--- config.mk ---
export PLATFORM = sky130hd
export DESIGN_NAME = match_timer
export DESIGN_NICKNAME = d
export VERILOG_FILES = /design/src/shared/match_timer_pkg.sv /design/src/logic/match_channel.sv /design/src/logic/match_timer.sv
export SDC_FILE = /design/constraint.sdc
export NUM_CORES = 1
export LEC_CHECK = 0
export BUFFER_PORTS_ARGS = -buffer_cell sky130_fd_sc_hd__buf_4
export CELL_PAD_IN_SITES_DETAIL_PLACEMENT = 1
export CELL_PAD_IN_SITES_GLOBAL_PLACEMENT = 2
export CORE_MARGIN = 4
export CORE_UTILIZATION = 37
export DETAILED_ROUTE_END_ITERATION = 10
export GPL_TIMING_DRIVEN = 0
export PLACE_DENSITY_LB_ADDON = 0.1
export RECOVER_POWER = 25
export SYNTH_ARGS = -nofsm -noshare
export SYNTH_HDL_FRONTEND = slang
export SYNTH_SLANG_ARGS = --single-unit
export TNS_END_PERCENT = 1
--- constraint.sdc ---
create_clock -name CLK -period 2.05 [get_ports CLK]
set_input_delay 0.205 -clock CLK [delete_from_list [all_inputs] [get_ports CLK]]
set_output_delay 0.205 -clock CLK [all_outputs]
set_load 0.005 [all_outputs]
--- src/shared/match_timer_pkg.sv ---
// Constants for the ten-bit match timer
package match_timer_pkg;
  localparam int COUNT_W = 10;
  localparam int ADDR_W = 8;
  localparam int DATA_W = 8;
  // Register offsets
  localparam logic [7:0] OFF_STATUS_CONTROL = 8'hb0;
  localparam logic [7:0] OFF_CONFIG = 8'hb1;
  localparam logic [7:0] OFF_ONE_HIGH = 8'hb2;
  localparam logic [7:0] OFF_ONE_LOW = 8'hb3;
  localparam logic [7:0] OFF_TWO_HIGH = 8'hb4;
  localparam logic [7:0] OFF_TWO_LOW = 8'hb5;
  localparam logic [7:0] OFF_COUNT_HIGH = 8'hbe;
  localparam logic [7:0] OFF_COUNT_LOW = 8'hbf;
  // Status/control fields
  localparam int BIT_RUN = 0;
  localparam int BIT_CH1 = 1;
  localparam int BIT_CH2 = 2;
  // Config fields
  localparam int SRC_LO = 2;
  localparam int SRC_HI = 3;
  localparam int PRI_LO = 0;
  localparam int PRI_HI = 1;
  localparam logic [1:0] SRC_HALF = 2'h0;
  localparam logic [1:0] SRC_SIBLING = 2'h1;
  localparam logic [3:0] CONFIG_RESET = 4'h0;
  localparam logic [2:0] CSR_RESET = 3'h0;
  // High byte carries compare bits in 7:6
  localparam int HIGH_POS = 6;
  // Prescaler figures
  localparam int HALF_DIV = 2;
  localparam int EIGHTH_DIV = 8;
  localparam int PRESCALE_W = 3;
endpackage

--- src/logic/match_channel.sv ---
// One compare channel: preload, active match value, match pulse, arming
`timescale 1ns/1ps
module match_channel #(
  parameter int COUNT_W = 10
) (
  // Clock and reset
  input wire logic CLK,
  input wire logic ARST_N,
  // Register writes
  input wire logic wr_high,
  input wire logic wr_low,
  input wire logic [1:0] high_data,
  input wire logic [7:0] low_data,
  input wire logic status_clear,
  // Counter
  input wire logic count_step,
  input wire logic [COUNT_W-1:0] next_count,
  // Results
  output logic match_pulse,
  output logic status,
  output logic armed
);
  logic [COUNT_W-1:0] preload;
  logic [COUNT_W-1:0] active;
  logic hit;

  ////////////////////////////////////////////////////////////////
  // continuous comparison
  assign hit = count_step && (next_count == active);

  always_ff @(posedge CLK or negedge ARST_N) begin
    if (!ARST_N) begin
      match_pulse <= 1'b0;
    end else begin
      match_pulse <= hit;
    end
  end

  always_ff @(posedge CLK or negedge ARST_N) begin
    if (!ARST_N) begin
      preload <= '0;
    end else begin
      if (wr_high) begin
        preload[COUNT_W-1:8] <= high_data;
      end
      if (wr_low) begin
        preload[7:0] <= low_data;
      end
    end
  end

  // preload moves to active match on the pulse
  always_ff @(posedge CLK or negedge ARST_N) begin
    if (!ARST_N) begin
      active <= '0;
    end else if (hit) begin
      active <= preload;
    end
  end

  // match marks low preload invalid; only low write rearms
  always_ff @(posedge CLK or negedge ARST_N) begin
    if (!ARST_N) begin
      armed <= 1'b0;
    end else if (hit) begin
      armed <= 1'b0;
    end else if (wr_low) begin
      armed <= 1'b1;
    end
  end

  // status set on match wins over read clear
  always_ff @(posedge CLK or negedge ARST_N) begin
    if (!ARST_N) begin
      status <= 1'b0;
    end else if (hit) begin
      status <= 1'b1;
    end else if (status_clear) begin
      status <= 1'b0;
    end
  end
endmodule

--- src/logic/match_timer.sv ---
// Ten-bit free-running match timer with two compare channels
//
// Functional notes
// - Counter advances from half clock, half clock over eight, or sibling pulse.
// - Config bits 3:2: 00 half-rate clock, 1x half-rate divided by eight.
// - Ten-bit up counter wraps and runs while its clock is enabled.
// - Counter is compared continuously against two independent match values.
// - Reaching a match value yields a one-cycle match pulse per channel.
// - Each match pulse leaves the block as a strobe for interrupts and ports.
// - Writes go to preload; the match pulse moves preload into active match.
// - Every match marks the low preload invalid, blocking further interrupts.
// - Only a new low-byte preload write re-enables that channel interrupt.
// - Reading status/control clears both match bits and pending interrupts.
// - Status/control write bits 2 and 1 enable second and first interrupts.
// - Status/control bit 0 runs (1) or stops (0) the counter clock.
// - Status/control bits 7:3 always read zero.
// - Config bits 1:0: 00 no interrupts, else priority level one to three.
// - High preload stores write bits 7:6; bits 5:0 read zero.
// - Low preload stores write bits 7:0 until the next low-byte write.
// - Count high read gives counter bits 9:8 in 7:6, zeros below.
// - Count low read gives counter bits 7:0.
// - Reset clears status/control bits 2:0 and config bits 3:0.
`timescale 1ns/1ps
module match_timer
  import match_timer_pkg::*;
#(
  parameter int COUNT_BITS = 10
) (
  // Clock and reset
  input wire logic CLK,
  input wire logic ARST_N,
  // Processor I/O bus
  input wire logic [match_timer_pkg::ADDR_W-1:0] ADDR,
  input wire logic [match_timer_pkg::DATA_W-1:0] WDATA,
  input wire logic WR,
  input wire logic RD,
  output logic [match_timer_pkg::DATA_W-1:0] RDATA,
  // Sibling timer pulse, same clock
  input wire logic SIBLING_PULSE,
  // Match strobes for parallel ports
  output logic MATCH_ONE,
  output logic MATCH_TWO,
  // Interrupt request
  output logic IRQ,
  output logic [1:0] IRQ_PRIORITY
);
  import match_timer_pkg::*;

  logic run;
  logic [1:0] int_enable;
  logic [1:0] source;
  logic [1:0] priority_level;
  logic [PRESCALE_W-1:0] eighth_count;
  logic half_phase;
  logic half_tick;
  logic eighth_tick;
  logic count_step;
  logic [COUNT_BITS-1:0] count;
  logic [COUNT_BITS-1:0] next_count;
  logic status_read;
  logic [1:0] status;
  logic [1:0] armed;
  logic [1:0] pending;
  logic [1:0] pulses;
  logic [1:0] armed_at_hit;

  ////////////////////////////////////////////////////////////////
  // Register writes
  // reset stops clock, clears enables
  always_ff @(posedge CLK or negedge ARST_N) begin
    if (!ARST_N) begin
      {int_enable, run} <= CSR_RESET;
    end else if (WR && ADDR == OFF_STATUS_CONTROL) begin
      run <= WDATA[BIT_RUN];
      int_enable <= {WDATA[BIT_CH2], WDATA[BIT_CH1]};
    end
  end

  // source and priority; bits 7:4 are not stored
  always_ff @(posedge CLK or negedge ARST_N) begin
    if (!ARST_N) begin
      {source, priority_level} <= CONFIG_RESET;
    end else if (WR && ADDR == OFF_CONFIG) begin
      source <= WDATA[SRC_HI:SRC_LO];
      priority_level <= WDATA[PRI_HI:PRI_LO];
    end
  end

  ////////////////////////////////////////////////////////////////
  // Prescaler: half rate then divide by eight
  // half-rate tick from the peripheral clock
  always_ff @(posedge CLK or negedge ARST_N) begin
    if (!ARST_N) begin
      half_phase <= 1'b0;
    end else if (run) begin
      half_phase <= ~half_phase;
    end
  end
  assign half_tick = run && half_phase;

  // eighth of the half-rate tick
  // Runs in every source mode, so the first eighth step after a switch may come early
  always_ff @(posedge CLK or negedge ARST_N) begin
    if (!ARST_N) begin
      eighth_count <= '0;
    end else if (half_tick) begin
      eighth_count <= eighth_count + 1'b1;
    end
  end
  assign eighth_tick = half_tick && (eighth_count == PRESCALE_W'(EIGHTH_DIV - 1));

  // Sibling pulses share this clock, so they need no synchroniser
  // step source: eighth, sibling or half rate; nothing steps while stopped
  always_comb begin
    count_step = 1'b0;
    if (run) begin
      if (source[1]) begin
        count_step = eighth_tick;
      end else if (source == SRC_SIBLING) begin
        count_step = SIBLING_PULSE;
      end else begin
        count_step = half_tick;
      end
    end
  end

  ////////////////////////////////////////////////////////////////
  // Counter
  // ten-bit wrapping up counter
  // Wraps from all ones to zero by plain overflow
  assign next_count = count + 1'b1;
  always_ff @(posedge CLK or negedge ARST_N) begin
    if (!ARST_N) begin
      count <= '0;
    end else if (count_step) begin
      count <= next_count;
    end
  end

  ////////////////////////////////////////////////////////////////
  // Compare channels
  // any status/control read clears the match bits
  assign status_read = RD && ADDR == OFF_STATUS_CONTROL;

  match_channel #(.COUNT_W(COUNT_BITS)) u_one (
    .CLK(CLK),
    .ARST_N(ARST_N),
    .wr_high(WR && ADDR == OFF_ONE_HIGH),
    .wr_low(WR && ADDR == OFF_ONE_LOW),
    .high_data(WDATA[7:HIGH_POS]),
    .low_data(WDATA),
    .status_clear(status_read),
    .count_step(count_step),
    .next_count(next_count),
    .match_pulse(pulses[0]),
    .status(status[0]),
    .armed(armed[0])
  );

  match_channel #(.COUNT_W(COUNT_BITS)) u_two (
    .CLK(CLK),
    .ARST_N(ARST_N),
    .wr_high(WR && ADDR == OFF_TWO_HIGH),
    .wr_low(WR && ADDR == OFF_TWO_LOW),
    .high_data(WDATA[7:HIGH_POS]),
    .low_data(WDATA),
    .status_clear(status_read),
    .count_step(count_step),
    .next_count(next_count),
    .match_pulse(pulses[1]),
    .status(status[1]),
    .armed(armed[1])
  );

  assign MATCH_ONE = pulses[0];
  assign MATCH_TWO = pulses[1];

  ////////////////////////////////////////////////////////////////
  // Interrupt request
  // Pending is a level held until a status read, so a slow handler still sees it
  // a pending interrupt needs the channel armed when it matched
  always_ff @(posedge CLK or negedge ARST_N) begin
    if (!ARST_N) begin
      pending <= 2'h0;
    end else begin
      for (int i = 0; i < 2; i++) begin
        if (pulses[i] && armed_at_hit[i]) begin
          pending[i] <= 1'b1;
        end else if (status_read) begin
          pending[i] <= 1'b0;
        end
      end
    end
  end

  // Armed state sampled at the match, since the channel disarms on that edge
  always_ff @(posedge CLK or negedge ARST_N) begin
    if (!ARST_N) begin
      armed_at_hit <= 2'h0;
    end else begin
      armed_at_hit <= armed;
    end
  end

  // priority zero silences the block; enables gate each channel
  assign IRQ = (priority_level != 2'h0) && |(pending & int_enable);
  assign IRQ_PRIORITY = priority_level;

  ////////////////////////////////////////////////////////////////
  // Read data
  // Data follows ADDR every cycle; the count bytes are read apart, so software must handle a carry
  always_ff @(posedge CLK or negedge ARST_N) begin
    if (!ARST_N) begin
      RDATA <= 8'h00;
    end else begin
      case (ADDR)
        OFF_STATUS_CONTROL: RDATA <= {5'h00, status, 1'b0};
        OFF_COUNT_HIGH: RDATA <= {count[COUNT_BITS-1:8], 6'h00};
        OFF_COUNT_LOW: RDATA <= count[7:0];
        default: RDATA <= 8'h00;
      endcase
    end
  end
endmodule

======== After elaboration in Yosys (flattened, before gate mapping) ========
Index checks and enable logic that the tools add are counted.
word-level totals
  register bits after elaboration ......... 79
  output and inout port bits .............. 13
  input port bits ......................... 21
cells by class
  multiplexer cells ....................... 13
  eq/ne operators ......................... 12
  add/sub/neg operators ................... 2
  bitwise operators ....................... 2
  reductions and logical operators ........ 22
operators by type and width
  kind                                                  number
  equality test 8 bit (second input constant)           8
  case mux 8 bit (3 select lines)                       1
  equality test 10 bit                                  2
  logical AND 1 bit                                     14
  nonzero test 2 bit                                    7
  two-way mux 1 bit                                     12
  adder 10 x 1 -> 10 bit (second input constant)        1
  adder 3 x 1 -> 3 bit (second input constant)          1
  equality test 3 bit (second input constant)           1
  bitwise AND 2 bit                                     1
  equality test 2 x 1 -> 1 bit (second input constant)  1
  OR reduction 2 bit                                    1
  inverter 1 bit                                        1

======== Logic depth before layout (Yosys ltp) ========
  word-level depth ........................ 6
  mapped depth ............................ 9
  depth with buffers taken out ............ 8

======== Modules after synthesis ========
Synthesis repeated with hierarchy kept, for this count alone.
second synthesis, totals
  cell total of the unflattened synthesis .. 258
  area total of the unflattened synthesis .. 3422.0 sq um
modules (own cells, without submodules)
  module         times used  cells an instance  seq. area each (sq um)  area each (sq um)
  match_channel  2           64                 575.6                   955.9
  match_timer    1           130                825.8                   1510.2

======== Worst setup path before layout ========
Ideal clock, no wire load.
  kind .................................... register to register
  start point ............................. register count[1]
  end point ............................... register u_two.active[0]
  required time ........................... 1925 ps
  slack ................................... -66 ps
  setup time .............................. 125 ps
  data arrival time ....................... 1991 ps
  stages on the path, launching flop included .. 9
  path through ............................ dfrtp_1 > ha_1 > nand3_2 > nor2_2 > xnor2_1 > a2111oi_4 > nand3_2 > buf_6 > mux2_4
on the way
  cells in the longest elaborated chain, start to end .. 3
ends and longest elaborated chain
  element                 line                 source
  from (decl)             match_timer.sv:58    logic [COUNT_BITS-1:0] count;
  from (signal assigned)  match_timer.sv:136   count <= next_count;
  adder 10 x 1 -> 10 bit  match_timer.sv:131   assign next_count = count + 1'b1;
  equality test 10 bit    match_channel.sv:29  assign hit = count_step && (next_count == active);
  logical AND 1 bit       match_channel.sv:29
  to (signal assigned)    match_channel.sv:57  active <= preload;
  to (decl)               match_channel.sv:24  logic [COUNT_W-1:0] active;
Every way passes these cells.
A chain may end at the register's enable or synchronous reset.

======== Worst setup path after layout ========
  start point ............................. register count[0]
  end point ............................... register u_one.active[6]
on the way
  cells in the longest elaborated chain, start to end .. 3
ends and longest elaborated chain
  element                 line
  adder 10 x 1 -> 10 bit  match_timer.sv:131
  equality test 10 bit    match_channel.sv:29
  logical AND 1 bit       match_channel.sv:29
  to (signal assigned)    match_channel.sv:57
  to (decl)               match_channel.sv:24
Every way passes these cells.

==> impl_metrics.ini <==
[worst_setup_path]
slowest_stage = dfrtp_1
rr_startpoint = count[0]
cpMostUsedCell = buf_6
r2r_end = u_one.active[6]
critical_path_class = register to register
required_ns = 2.28
cp_slowest_stage_delay_ns = 0.40
worstRegToRegCells = 10
cp_max_fo = 5
critPathTopFamily = buffers and inverters
regToRegSetupSlack_ns = -0.22
crit_buf_inv = 5
critPathCaptureType = register
arrival_ns = 2.50
worstSetupStartpointType = register
cp_cell_sequence = buf_6 -> buf_6 -> nand4_1 -> buf_4 -> a21o_1 -> a21oi_2 -> and4bb_2 -> buf_6 -> buf_12 -> mux2_4

[routing]
routedWlPerCell_um = 18.3
drcViolationCount = 0
dr.pass1.iters = 4
wirelength_mm = 9.04
vias_per_cell = 5.00
dr.first_iter.drc_count = 94
vias = 2463
drtAntennaViolNets = 0

[clock_network]
clk_pin_slew_ns = 0.09
insertion_delay_ns = 0.35
root_buffer = clkbuf_8
cts_tree = done
clkSinkCount = 79
cts_hold_buf = 0
clk_path_buf_depth = 2
cts.htree.levels = 3
cts_buffers = 9

[yosys]
ys_ff_latch = 79
synth-main-ff-cell = dfrtp_1
netlist_area_um2 = 3730
synth.avg_cell_area_um2 = 12.8
synthDistinctLibCells = 48
ys_seq_area_share_pct = 52.9
yosys_warnings = 0
synth_commonest_cells = dfrtp_1, mux2_2, xnor2_1
yosysMostFrequentCell = dfrtp_1
syn_nets = 316
synth-edff-count = 0
async_flop_share_pct = 100
synth_top_area_share_pct = 52.9
yosysTopAreaCell = dfrtp_1
netlist_instances = 292
synth.top_cells.by_area = dfrtp_1, mux2_2, xnor2_1, xor2_1, mux2_4

[final_layout]
drive_above_1_share_pct = 44.7
fin_area_um2 = 4820
fin_cells = 493
area_delta_synth_final_pct = 29.0
fin_nets = 380
final_core_util_pct = 49.1
n_antenna_cell = 0

[sta]
drv_slew = 80
fmax_ghz = 0.440
rsz0062_at_grt = true
period_minus_slack_ns = 2.27
finalHoldViolCount = 0
timing.setup.tns_ns = -3.70
slew_headroom_pct = -30.3
skew_ns = 0.0107
setup_ws_ns = -0.222
worst_pin_slew_ns = 1.96
setup_viol = 23
fin_crit_sh_pct = 111

[place]
io_buffers = 32
gp_congestion = 0.765
dp_cells = 457
dp_hpwl_mm = 6.07
dpl_worst_slack_ns = -0.583
post_dp_cell_area_um2 = 4150

[global_routing]
grt_pass1_vias = 2724
grt_overflow = 0
grt_pass1_wl_mm = 14.9
grt_usage_pct = 16.9
grt_max_degree = 80
antenna_found_initial = 0

[run_status]
violations = max-capacitance violations, max-slew violations, negative setup slack
outcome = complete, but fails checks

[pwr]
power.leakage_uw = 0.00235
ir_drop_v = 0.000327
power.density_nw_per_um2 = 726

[hold_path]
min_from = WDATA[5]
hold_depth = 2
hp-class = primary input to register
holdPathEnd = u_one.preload[5]

[job]
cap_violations = 1

[floorplanning]
initial_utilization_pct = 38.0
core_um2 = 9820
die_h_um = 108
dieWidth_um = 108
die_area_um2 = 11800
num_rows = 36
ios = 34
placed cells by master, fill, tap and decap left out, types with 5 or more instances in the layout:
cell type,count
mux2_4,19
dfrtp_1,78
nor2_1,17
xor2_1,16
buf_6,12
nor3_1,7
clkbuf_8,10
xnor2_1,19
mux2_2,31
nand2_1,11
nand4_1,5
buf_4,47
nand3_1,7
power by group:
| group | internal, uW | switching [uW] | leakage (uW) |
|---|---|---|---|
| sequential | 1620 | 54.4 | 0.00108 |
| combinational | 204 | 200 | 0.00115 |
| clock | 838 | 581 | 0.000119 |
| total | 2670 | 836 | 0.00235 |
state kept, by name (all words and copies together), names as in the netlist, 3 cells and up:
| signal | count |
|---|---|
| eighth_count | 3 |
| count | 10 |
| u_two.preload | 10 |
| u_one.active | 10 |
| u_one.preload | 10 |
| RDATA | 8 |
| u_two.active | 10 |
area by class of cell:
class | instances | area [um^2]
buffer | 13 | 134
clock buffer | 10 | 138
clock inverter | 5 | 106
fill | 1048 | 5000
inverter | 4 | 15.0
multi-input combinational | 195 | 1830
sequential | 79 | 1980
tap | 133 | 166
timing repair buffer | 54 | 454
per-stage QoR:
stage          hold slack, ns  power (uW)
6_report               0.0934        3500
2_1_floorplan         -0.0906        1890
3_5_place_dp            0.362        2020
3_3_place_gp            0.360        2010
5_1_grt                0.0692        3660
4_1_cts                0.0662        3550
layer usage:
| layer | GRT usage [%] | vias to the layer above | part of all wire (%) |
|---|---|---|---|
| met4 | 6.04 | 0 | 2.2 |
| met1 | 23.2 | 1261 | 46 |
| li1 | - | 1151 | - |
| met5 | 0 | - | 0 |
| met2 | 26.6 | 40 | 49 |
| met3 | 3.28 | 11 | 2.5 |
logic make-up after synthesis:
group | after synthesis | synth area share [%]
DFF | 79 | 52.9
and+or+nand+nor | 76 | 11.7
muxes | 53 | 16.8
xor gates and xnor gates | 39 | 9.15
AOI/OAI and AO/OA | 24 | 4.96
buffers and inverters | 18 | 3.52
adders and majority gates | 3 | 1.01
worst max-delay path by stage:
stage,to,from,depth (start not counted)
detailed placement,u_one.active[8],eighth_count[0],9
finish,u_one.active[6],count[0],10
global route,u_one.active[7],count[0],10
CTS,u_one.active[8],count[2],9
floorplan,u_two.active[0],count[1],8
global placement,u_one.active[4],eighth_count[0],9
repair_timing:
action                                  4_1_cts  5_1_grt
cloned                                        1        0
pin swaps                                    12        5
resized for setup                            52        2
endpoints found under the setup margin       26       23
setup buffers                                20        1
(Power assumes the default switching activity.)
